### config.mk
export PLATFORM = sky130hd
export DESIGN_NAME = low_speed_countdown_timer
export DESIGN_NICKNAME = d
export VERILOG_FILES = /design/src/core/lsc_timer_pkg.sv /design/src/core/low_speed_countdown_timer.sv /design/src/core/ls_tick_detect.sv
export SDC_FILE = /design/constraint.sdc
export NUM_CORES = 1
export LEC_CHECK = 0
export BUFFER_PORTS_ARGS = -buffer_cell sky130_fd_sc_hd__buf_2
export CELL_PAD_IN_SITES_DETAIL_PLACEMENT = 1
export CELL_PAD_IN_SITES_GLOBAL_PLACEMENT = 1
export CORE_MARGIN = 5
export CORE_UTILIZATION = 43
export CTS_CLUSTER_DIAMETER = 50
export DETAILED_ROUTE_END_ITERATION = 10
export PLACE_DENSITY = 0.87
export REMOVE_ABC_BUFFERS = 1
export SYNTH_ARGS = -nofsm -noshare
export SYNTH_HDL_FRONTEND = slang
export SYNTH_SLANG_ARGS = --single-unit
### constraint.sdc
create_clock -name clock_in -period 3.4 [get_ports clock_in]
set_clock_uncertainty 0.05 [all_clocks]
set_input_delay 0.68 -clock clock_in [delete_from_list [all_inputs] [get_ports clock_in]]
set_output_delay 0.68 -clock clock_in [all_outputs]
set_load 0.005 [all_outputs]
### src/core/lsc_timer_pkg.sv
package lsc_timer_pkg;
   localparam int CNT_W = 32;
   localparam int PAT_W = 128;
   localparam int PAT_WORDS = 4;
   localparam int WORD_W = 32;
   localparam int PAT_IDX_W = 7;
   localparam int IRQ_W = 2;
   localparam int IRQ_CD = 0;
   localparam int IRQ_CAL = 1;

   // Timer control word layout
   localparam int CTRL_RUN_BIT = 0;
   localparam int CTRL_ONESHOT_BIT = 1;
   localparam int CTRL_SELFSTART_BIT = 2;
   localparam int CTRL_PLEN_LSB = 4;
   localparam int CTRL_PLEN_MSB = 10;

   localparam logic [WORD_W-1:0] CTRL_RESET = 32'h0000_0000;
   localparam logic [WORD_W-1:0] CTRL_USED_MASK = 32'h0000_07F7;
   localparam logic [CNT_W-1:0] COUNT_RESET = 32'hFFFF_FFFF;
   localparam logic [CNT_W-1:0] RELOAD_RESET = 32'h0000_0000;
   localparam logic [PAT_W-1:0] PATTERN_RESET = '0;
   localparam logic [CNT_W-1:0] COUNT_ZERO = 32'h0000_0000;
   localparam logic [CNT_W-1:0] COUNT_STEP = 32'h0000_0001;
   localparam logic [PAT_IDX_W-1:0] IDX_ZERO = 7'h00;
   localparam logic [PAT_IDX_W-1:0] IDX_STEP = 7'h01;
   localparam logic [IRQ_W-1:0] IRQ_NONE = 2'h0;

   // Low-speed clock figures, kept for reference only; neither the design nor the bench uses them
   localparam real LS_CLK_KHZ = 32.0;
   localparam real CTRL_WRITE_GAP_US = 140.0;
endpackage

### src/core/low_speed_countdown_timer.sv
`timescale 1ns/1ns
module low_speed_countdown_timer
   import lsc_timer_pkg::*;
(
   input wire logic clock_in,
   input wire logic rstn_in,
   input wire logic lsclk_in,
   input wire logic low_power_in,
   input wire logic timer_control_wr_in,
   input wire logic [WORD_W-1:0] timer_control_data_in,
   input wire logic first_reload_wr_in,
   input wire logic second_reload_wr_in,
   input wire logic [CNT_W-1:0] reload_data_in,
   input wire logic [PAT_WORDS-1:0] pattern_wr_in,
   input wire logic [WORD_W-1:0] pattern_data_in,
   input wire logic [IRQ_W-1:0] irq_mask_reg_in,
   input wire logic countdown_irq_clear_in,
   input wire logic calendar_irq_in,
   output logic [WORD_W-1:0] timer_control_out,
   output logic timer_run_enable_out,
   output logic [CNT_W-1:0] count_out,
   output logic [CNT_W-1:0] first_reload_value_out,
   output logic [CNT_W-1:0] second_reload_value_out,
   output logic [PAT_W-1:0] pattern_out,
   output logic [PAT_IDX_W-1:0] pattern_index_out,
   output logic [IRQ_W-1:0] raw_irq_status_out,
   output logic [IRQ_W-1:0] masked_irq_status_out,
   output logic combined_irq_out
);
   logic tick;
   logic ctrl_pend_reg;
   logic [WORD_W-1:0] ctrl_pend_data_reg;
   logic [WORD_W-1:0] ctrl_reg;
   logic run_reg;
   logic run_next;
   logic [CNT_W-1:0] count_reg;
   logic [CNT_W-1:0] reload1_reg;
   logic [CNT_W-1:0] reload2_reg;
   logic [PAT_W-1:0] pattern_reg;
   logic [PAT_IDX_W-1:0] idx_reg;
   logic countdown_irq_reg;
   logic calendar_irq_reg;
   logic oneshot_select;
   logic self_start;
   logic [PAT_IDX_W-1:0] pattern_len;
   logic at_zero;
   logic fire;
   logic start_evt;
   logic reload_wr;
   logic [IRQ_W-1:0] raw_irq;

   ls_tick_detect u_tick (
      .clock_in(clock_in),
      .rstn_in(rstn_in),
      .lsclk_in(lsclk_in),
      .low_power_in(low_power_in),
      .tick_out(tick)
   );

   assign oneshot_select = ctrl_reg[CTRL_ONESHOT_BIT];
   assign self_start = ctrl_reg[CTRL_SELFSTART_BIT];
   assign pattern_len = ctrl_reg[CTRL_PLEN_MSB:CTRL_PLEN_LSB];
   assign at_zero = (count_reg == COUNT_ZERO);
   assign fire = tick & run_reg & at_zero;
   assign reload_wr = first_reload_wr_in | second_reload_wr_in;
   assign start_evt = run_next & ~run_reg;

   // Control writes land on the next slow tick, so read-back lags by up to one slow period
   always_ff @(posedge clock_in or negedge rstn_in) begin
      if (!rstn_in) begin
         ctrl_pend_reg <= 1'b0;
         ctrl_pend_data_reg <= CTRL_RESET;
      end else if (timer_control_wr_in) begin
         ctrl_pend_reg <= 1'b1;
         ctrl_pend_data_reg <= timer_control_data_in & CTRL_USED_MASK;
      end else if (tick) begin
         ctrl_pend_reg <= 1'b0;
      end
   end

   always_ff @(posedge clock_in or negedge rstn_in) begin
      if (!rstn_in) begin
         ctrl_reg <= CTRL_RESET;
      end else if (tick && ctrl_pend_reg) begin
         ctrl_reg <= ctrl_pend_data_reg;
      end
   end

   // Software starting the timer wins over the hardware halt in the same cycle
   always_comb begin
      run_next = run_reg;
      if (fire && oneshot_select) begin
         run_next = 1'b0;
      end
      if (!run_reg && reload_wr && self_start) begin
         run_next = 1'b1;
      end
      if (!run_reg && first_reload_wr_in && oneshot_select) begin
         run_next = 1'b1;
      end
      if (tick && ctrl_pend_reg) begin
         run_next = ctrl_pend_data_reg[CTRL_RUN_BIT];
      end
   end

   always_ff @(posedge clock_in or negedge rstn_in) begin
      if (!rstn_in) begin
         run_reg <= 1'b0;
      end else begin
         run_reg <= run_next;
      end
   end

   // Reload registers only take writes while halted
   always_ff @(posedge clock_in or negedge rstn_in) begin
      if (!rstn_in) begin
         reload1_reg <= RELOAD_RESET;
      end else if (first_reload_wr_in && !run_reg) begin
         reload1_reg <= reload_data_in;
      end
   end

   always_ff @(posedge clock_in or negedge rstn_in) begin
      if (!rstn_in) begin
         reload2_reg <= RELOAD_RESET;
      end else if (second_reload_wr_in && !run_reg) begin
         reload2_reg <= reload_data_in;
      end
   end

   genvar w;
   generate
      for (w = 0; w < PAT_WORDS; w++) begin : g_pat
         always_ff @(posedge clock_in or negedge rstn_in) begin
            if (!rstn_in) begin
               pattern_reg[w*WORD_W +: WORD_W] <= PATTERN_RESET[w*WORD_W +: WORD_W];
            end else if (pattern_wr_in[w]) begin
               pattern_reg[w*WORD_W +: WORD_W] <= pattern_data_in;
            end
         end
      end
   endgenerate

   // A start loads from the first reload value; a first reload value written in the start cycle is taken directly
   always_ff @(posedge clock_in or negedge rstn_in) begin
      if (!rstn_in) begin
         count_reg <= COUNT_RESET;
      end else if (start_evt) begin
         count_reg <= first_reload_wr_in ? reload_data_in : reload1_reg;
      end else if (fire && !oneshot_select) begin
         if (pattern_reg[idx_reg]) begin
            count_reg <= reload2_reg;
         end else begin
            count_reg <= reload1_reg;
         end
      end else if (tick && run_reg && !at_zero) begin
         count_reg <= count_reg - COUNT_STEP;
      end
   end

   // Pattern position wraps after the programmed number of bits; zero length keeps bit 0
   always_ff @(posedge clock_in or negedge rstn_in) begin
      if (!rstn_in) begin
         idx_reg <= IDX_ZERO;
      end else if (start_evt) begin
         idx_reg <= IDX_ZERO;
      end else if (fire && !oneshot_select) begin
         if (idx_reg + IDX_STEP >= pattern_len) begin
            idx_reg <= IDX_ZERO;
         end else begin
            idx_reg <= idx_reg + IDX_STEP;
         end
      end
   end

   // A new zero event in the clear cycle keeps the flag set
   always_ff @(posedge clock_in or negedge rstn_in) begin
      if (!rstn_in) begin
         countdown_irq_reg <= 1'b0;
      end else begin
         countdown_irq_reg <= fire | (countdown_irq_reg & ~countdown_irq_clear_in);
      end
   end

   always_ff @(posedge clock_in or negedge rstn_in) begin
      if (!rstn_in) begin
         calendar_irq_reg <= 1'b0;
      end else begin
         calendar_irq_reg <= calendar_irq_in;
      end
   end

   assign raw_irq = {calendar_irq_reg, countdown_irq_reg};

   always_ff @(posedge clock_in or negedge rstn_in) begin
      if (!rstn_in) begin
         raw_irq_status_out <= IRQ_NONE;
         masked_irq_status_out <= IRQ_NONE;
         combined_irq_out <= 1'b0;
      end else begin
         raw_irq_status_out <= raw_irq;
         masked_irq_status_out <= raw_irq & irq_mask_reg_in;
         combined_irq_out <= |(raw_irq & irq_mask_reg_in);
      end
   end

   // Control read-back shows live run state in the run bit
   always_ff @(posedge clock_in or negedge rstn_in) begin
      if (!rstn_in) begin
         timer_control_out <= CTRL_RESET;
         timer_run_enable_out <= 1'b0;
         count_out <= COUNT_RESET;
         first_reload_value_out <= RELOAD_RESET;
         second_reload_value_out <= RELOAD_RESET;
         pattern_out <= PATTERN_RESET;
         pattern_index_out <= IDX_ZERO;
      end else begin
         timer_control_out <= ctrl_reg;
         timer_control_out[CTRL_RUN_BIT] <= run_reg;
         timer_run_enable_out <= run_reg;
         count_out <= count_reg;
         first_reload_value_out <= reload1_reg;
         second_reload_value_out <= reload2_reg;
         pattern_out <= pattern_reg;
         pattern_index_out <= idx_reg;
      end
   end
endmodule

### src/core/ls_tick_detect.sv
`timescale 1ns/1ns
module ls_tick_detect
   import lsc_timer_pkg::*;
(
   input wire logic clock_in,
   input wire logic rstn_in,
   input wire logic lsclk_in,
   input wire logic low_power_in,
   output logic tick_out
);
   logic lsclk_d_reg;

   always_ff @(posedge clock_in or negedge rstn_in) begin
      if (!rstn_in) begin
         lsclk_d_reg <= 1'b0;
      end else begin
         lsclk_d_reg <= lsclk_in;
      end
   end

   // Ticks are masked while low_power_in is high, even with the low-speed clock running, so no tick can wake anything
   always_ff @(posedge clock_in or negedge rstn_in) begin
      if (!rstn_in) begin
         tick_out <= 1'b0;
      end else begin
         tick_out <= lsclk_in & ~lsclk_d_reg & ~low_power_in;
      end
   end
endmodule

After elaboration in Yosys (flattened, before gate mapping)
Index checks and enable logic that the tools add are counted.
{ "totals": {"reg_bits": 504, "inputBits": 111} }
{ "op_classes": {"n_reduce_logical": 18, "bitwise": 13, "magnitude_cmp": 2, "add_sub_neg": 2, "muxes": 16} }
{ "ops": {"columns": ["op", "count"], "rows": [
  ["32-bit 2-to-1 mux", 5],
  ["32-bit zero test", 1],
  ["32-bit by 1-bit subtractor with 32-bit output (second input constant)", 1],
  ["7-bit 2-to-1 mux", 3],
  ["1-bit logical AND", 10],
  ["7-bit by 8-bit less-than comparator with 1-bit output (second input constant)", 1],
  ["7-bit by 1-bit adder with 7-bit output (second input constant)", 1],
  ["1-bit binary-select mux with 7-bit select", 1],
  ["7-bit greater-or-equal comparator", 1],
  ["1-bit 2-to-1 mux", 7],
  ["1-bit bitwise AND", 6],
  ["1-bit inverter", 4],
  ["2-bit nonzero test", 2],
  ["1-bit zero test", 3],
  ["3-bit nonzero test", 1],
  ["2-bit bitwise AND", 1],
  ["1-bit OR", 2],
  ["2-bit OR reduction", 1]
]} }

Longest topological paths before layout
{ "logic_depth": {"depth_word": 9, "ltp_mapped": 13, "ltp_nobuf": 10} }

Hierarchy
From an unflattened synthesis, not the netlist that was laid out.
{ "hier_totals": {"hier_cells": 1342, "area_unflattened_um2": 19222.2} }
{ "by_module_without_submodules": {"columns": ["mod", "instances", "area_per_inst_um2", "cells_per_inst"], "rows": [
  ["low_speed_countdown_timer", 1, 19159.6, 1339],
  ["ls_tick_detect", 1, 62.6, 3]
]} }

Worst setup path before layout
No wires, ideal clock.
{ "synth_timing": {"path_kind": "register to register", "start": "register idx_reg[1]", "end": "register count_reg[11]", "setup_slack_ns": 0.662, "t_required_ns": 3.278, "setup_time_ns": 0.072, "t_arrival_ns": 2.617, "synth_period_minus_slack_ns": 2.738, "path_stages_with_launch": 13, "path_cell_list": "dfrtp_1 > buf_4 > buf_6 > mux4_2 > mux2i_1 > a22oi_1 > and2_1 > mux2i_2 > buf_2 > buf_2 > buf_2 > a211oi_1 > o21ai_1"} }
{ "synth_via": {"elab_chain_len": 5} }
{ "synth_lines": {"columns": ["item", "line", "text"], "rows": [
  ["start, declared", "low_speed_countdown_timer.sv:40", "logic [PAT_IDX_W-1:0] idx_reg;"],
  ["start signal, assigned", "low_speed_countdown_timer.sv:171", "idx_reg <= idx_reg + IDX_STEP;"],
  ["1-bit binary-select mux with 7-bit select", "low_speed_countdown_timer.sv:151", "if (pattern_reg[idx_reg]) begin"],
  ["1-bit 2-to-1 mux (not written as such)", "low_speed_countdown_timer.sv:151", null],
  ["32-bit 2-to-1 mux", "low_speed_countdown_timer.sv:151", null],
  ["32-bit 2-to-1 mux", "low_speed_countdown_timer.sv:150", "end else if (fire && !oneshot_select) begin"],
  ["32-bit 2-to-1 mux", "low_speed_countdown_timer.sv:148", "end else if (start_evt) begin"],
  ["end signal, assigned", "low_speed_countdown_timer.sv:149", "count_reg <= first_reload_wr_in ? reload_data_in : reload1_reg;"],
  ["end signal, assigned", "low_speed_countdown_timer.sv:152", "count_reg <= reload2_reg;"],
  ["end signal, assigned", "low_speed_countdown_timer.sv:154", "count_reg <= reload1_reg;"],
  ["end, declared", "low_speed_countdown_timer.sv:36", "logic [CNT_W-1:0] count_reg;"]
]} }
No other way between the ends. The select of a mux whose other input is x is not followed.
A chain may end at the register's enable or synchronous reset.

Worst setup path in the final report
{ "layout_timing": {"start": "register count_reg[16]", "end": "register count_reg[3]"} }
{ "layout_via": {"elab_chain_len": 9, "elab_cells_between_ends": 14, "classes_between": "6 x mux; 2 x bitwise; 6 x reduce/logical"} }
{ "layout_lines": {"columns": ["item", "line", "text"], "rows": [
  ["32-bit zero test *", "low_speed_countdown_timer.sv:63", "assign at_zero = (count_reg == COUNT_ZERO);"],
  ["1-bit bitwise AND", "low_speed_countdown_timer.sv:64", "assign fire = tick & run_reg & at_zero;"],
  ["1-bit logical AND", "low_speed_countdown_timer.sv:92", "if (fire && oneshot_select) begin"],
  ["1-bit 2-to-1 mux", "low_speed_countdown_timer.sv:92", null],
  ["1-bit 2-to-1 mux", "low_speed_countdown_timer.sv:95", "if (!run_reg && reload_wr && self_start) begin"],
  ["1-bit 2-to-1 mux", "low_speed_countdown_timer.sv:98", "if (!run_reg && first_reload_wr_in && oneshot_select) begin"],
  ["1-bit 2-to-1 mux", "low_speed_countdown_timer.sv:101", "if (tick && ctrl_pend_reg) begin"],
  ["1-bit bitwise AND", "low_speed_countdown_timer.sv:66", "assign start_evt = run_next & ~run_reg;"],
  ["3-bit nonzero test (no line) / 32-bit 2-to-1 mux (equally long branches)", null, null]
]} }
Mark *: on every way between the ends. The rest lies on a longest branch, timed or not.

==> flow_metrics.tcl <==
set metrics [dict create \
    outcome "finished, final reports clean" \
    leakagePower_nw 10.87 \
    crit_required_ps 3820 \
    antenna_found_initial 9 \
    power.total_mw 19.64 \
    clock_power_share_pct 32.6 \
    fin_crit_sh_pct 95.84 \
    drtIter0Drc 1003 \
    wire_per_inst_um 26.94 \
    netlist_top_cells_area "dfrtp_1, mux2_2, dfstp_2" \
    relSlewSlack_pct 34.17 \
    finalWorstPathRequiredPeriod_ps 3259 \
    final_cell_mix "dfrtp_1, buf_2, mux2_2" \
    ctsHoldBuffers 0 \
    clk_latency_ps 620 \
    place_congestion 0.8522 \
    final-instance-count-excl-fill 2435 \
    power.density_nw_per_um2 796.6 \
    nNetsFinal 1900 \
    yosysUniqueCellTypes 74 \
    critPathMaxStageDelay_ps 580 \
    via_count 13760 \
    cp_slowest_cell "or4_4" \
    pwr-share-seq_pct 46.9 \
    initial_utilization_pct 43.27 \
    grt_max_degree 92 \
    pwr-share-comb_pct 20.5 \
    clock-sinks 502 \
    vdd.ir_drop.worst_mv 0.4716 \
    yosysTopAreaCell "dfrtp_1" \
    switching_share_pct 31.18 \
    fmax_mhz 306.9 \
    tns_ps 0 \
    cts_root_buffer "clkbuf_16" \
    path_delay_family "simple AND/OR/NAND/NOR gates" \
    area_growth_pct 22.92 \
    grt.overflow.total 0 \
    viasPerCell 5.651 \
    grt_usage_pct 25.08 \
    final_common_cell "dfrtp_1" \
    syn_inst 1413 \
    syn_area_per_cell_um2 14.20 \
    finalHoldViolations 0 \
    path_class "reg -> reg" \
    rows 79 \
    ys_ff_latch 502 \
    synthesis.area_um2 20060 \
    tightest_slew_ps 987.4 \
    setup_ws_ps 141.3 \
    drive_gt1_share_pct 45.23 \
    yosys_warnings 0 \
    cp-start-kind "flip-flop" \
    dpl.hpwl_um 42520 \
    synth-seq-area-share_pct 63.03 \
    ant_nets 0 \
    r2r_start "count_reg[16]" \
    cp_num_buf_inv 1 \
    htreeDepth 2 \
    grt_pass1_wl_um 97950 \
    synth_edf_count 0 \
    cts_buffers 55 \
    place_worst_setup_slack_ps 52.51 \
    netlist.area_leader.share_pct 54.64 \
    ioPinCount 380 \
    cts_max_path_buffers 3 \
    clk_pin_slew_worst_paths_ps 70 \
    grt_pass1_vias 15260 \
    drv_cap 0 \
    io_buffers 335 \
    cts_tree "yes" \
    dpl.cell_count 2326 \
    drc 0 \
    rsz0062_at_grt "false" \
    die_h_um 226.0 \
    core_um2 46360 \
    synthFlopType "dfrtp_1" \
    cp-end-kind "flip-flop" \
    hold_path_class "in -> async" \
    power.switching_mw 6.124 \
    dr.pass1.iters 7 \
    slew_viol_final 0 \
    setup_viol 0 \
    crit_path_max_fanout 9 \
    startpoint "count_reg[16]" \
    die_area_um2 51060 \
    drt_wl_total_um 65610 \
    cp_cell_sequence "or4_4, nor3_4, nand4_4, or3_1, buf_4, a21oi_1, o31ai_1, a221oi_1" \
    worstPathArrival_ps 3680 \
    die_w_um 226.0 \
    internal_power_mw 13.52 \
    ys_async_sr_fraction_pct 100.0 \
]
[cells in the mapped netlist (24+ instances only)]
cell type  instances
o21ai_1           26
dfrtp_1          438
mux2_2           232
buf_4             26
nor2b_1           24
a21oi_1           34
nor2_1            45
nand2_1           33
o21ai_0           44
mux2i_1           90
dfstp_2           64
clkbuf_1          39
[what timing repair did]
item                                    4_1_cts  5_1_grt
endpoints found under the setup margin       20       15
endpoints found under the hold margin         0        0
gates resized for setup                       2        7
gates cloned                                  0        1
buffers inserted                              0        2
pin swaps                                     0        0
[cells by family after synthesis]
group | share of synthesized area (%)
flops | 63.03
mux | 19.38
compound gates | 7.186
simple gates | 5.570
buf+inv | 3.057
xor+xnor | 1.135
fa+ha+maj | 0.6238
other cells | 0.01870
[power by group through the flow]
stage	registers, mW	clock network (mW)	logic [mW]
floorplan	8.76	0	1.99
global placement	9.05	0	3.73
detailed placement	9.20	0	3.93
CTS	9.19	6.52	4.04
global route	9.37	6.80	4.33
finish	9.21	6.41	4.02
[area by class of cell]
class                           count  area, um2
Fill cell                        4623      21700
Sequential cell                   502      12650
Multi-Input combinational cell    815       6967
Timing Repair Buffer              393       2287
Clock buffer                       68       1485
Tap cell                          607      759.5
Clock inverter                     34      455.4
Inverter                           12      45.04
Antenna cell                        4      10.01
[metrics by stage]
step	hold WS (ps)	util, %	cell area (um2)
floorplan	296.7	-	19570
global placement	320.9	48.81	22630
detailed placement	332.5	48.81	22630
CTS	66.05	53.01	24570
global route	107.5	53.17	24650
finish	79.38	53.18	24650
[routing by layer]
metal	share of wire, %	global-route usage, %
met4	4.1	10.45
met1	39	31.03
met5	0.10	0
met2	49	41.77
met3	7.7	6.876
[worst paths after layout]
check | to | slack (ps) | cells past startpoint
hold reg to reg | raw_irq_status_out[1] | 330 | 0
min in group clock_in | u_tick.lsclk_d_reg | 160 | 1
max in group asynchronous | count_out[30] | 2260 | 2
hold / removal | pattern_out[53] | 80 | 1
setup reg to reg | count_reg[3] | 140 | 8
setup / recovery | count_reg[3] | 140 | 8
Power figures use the tool's default switching activity.
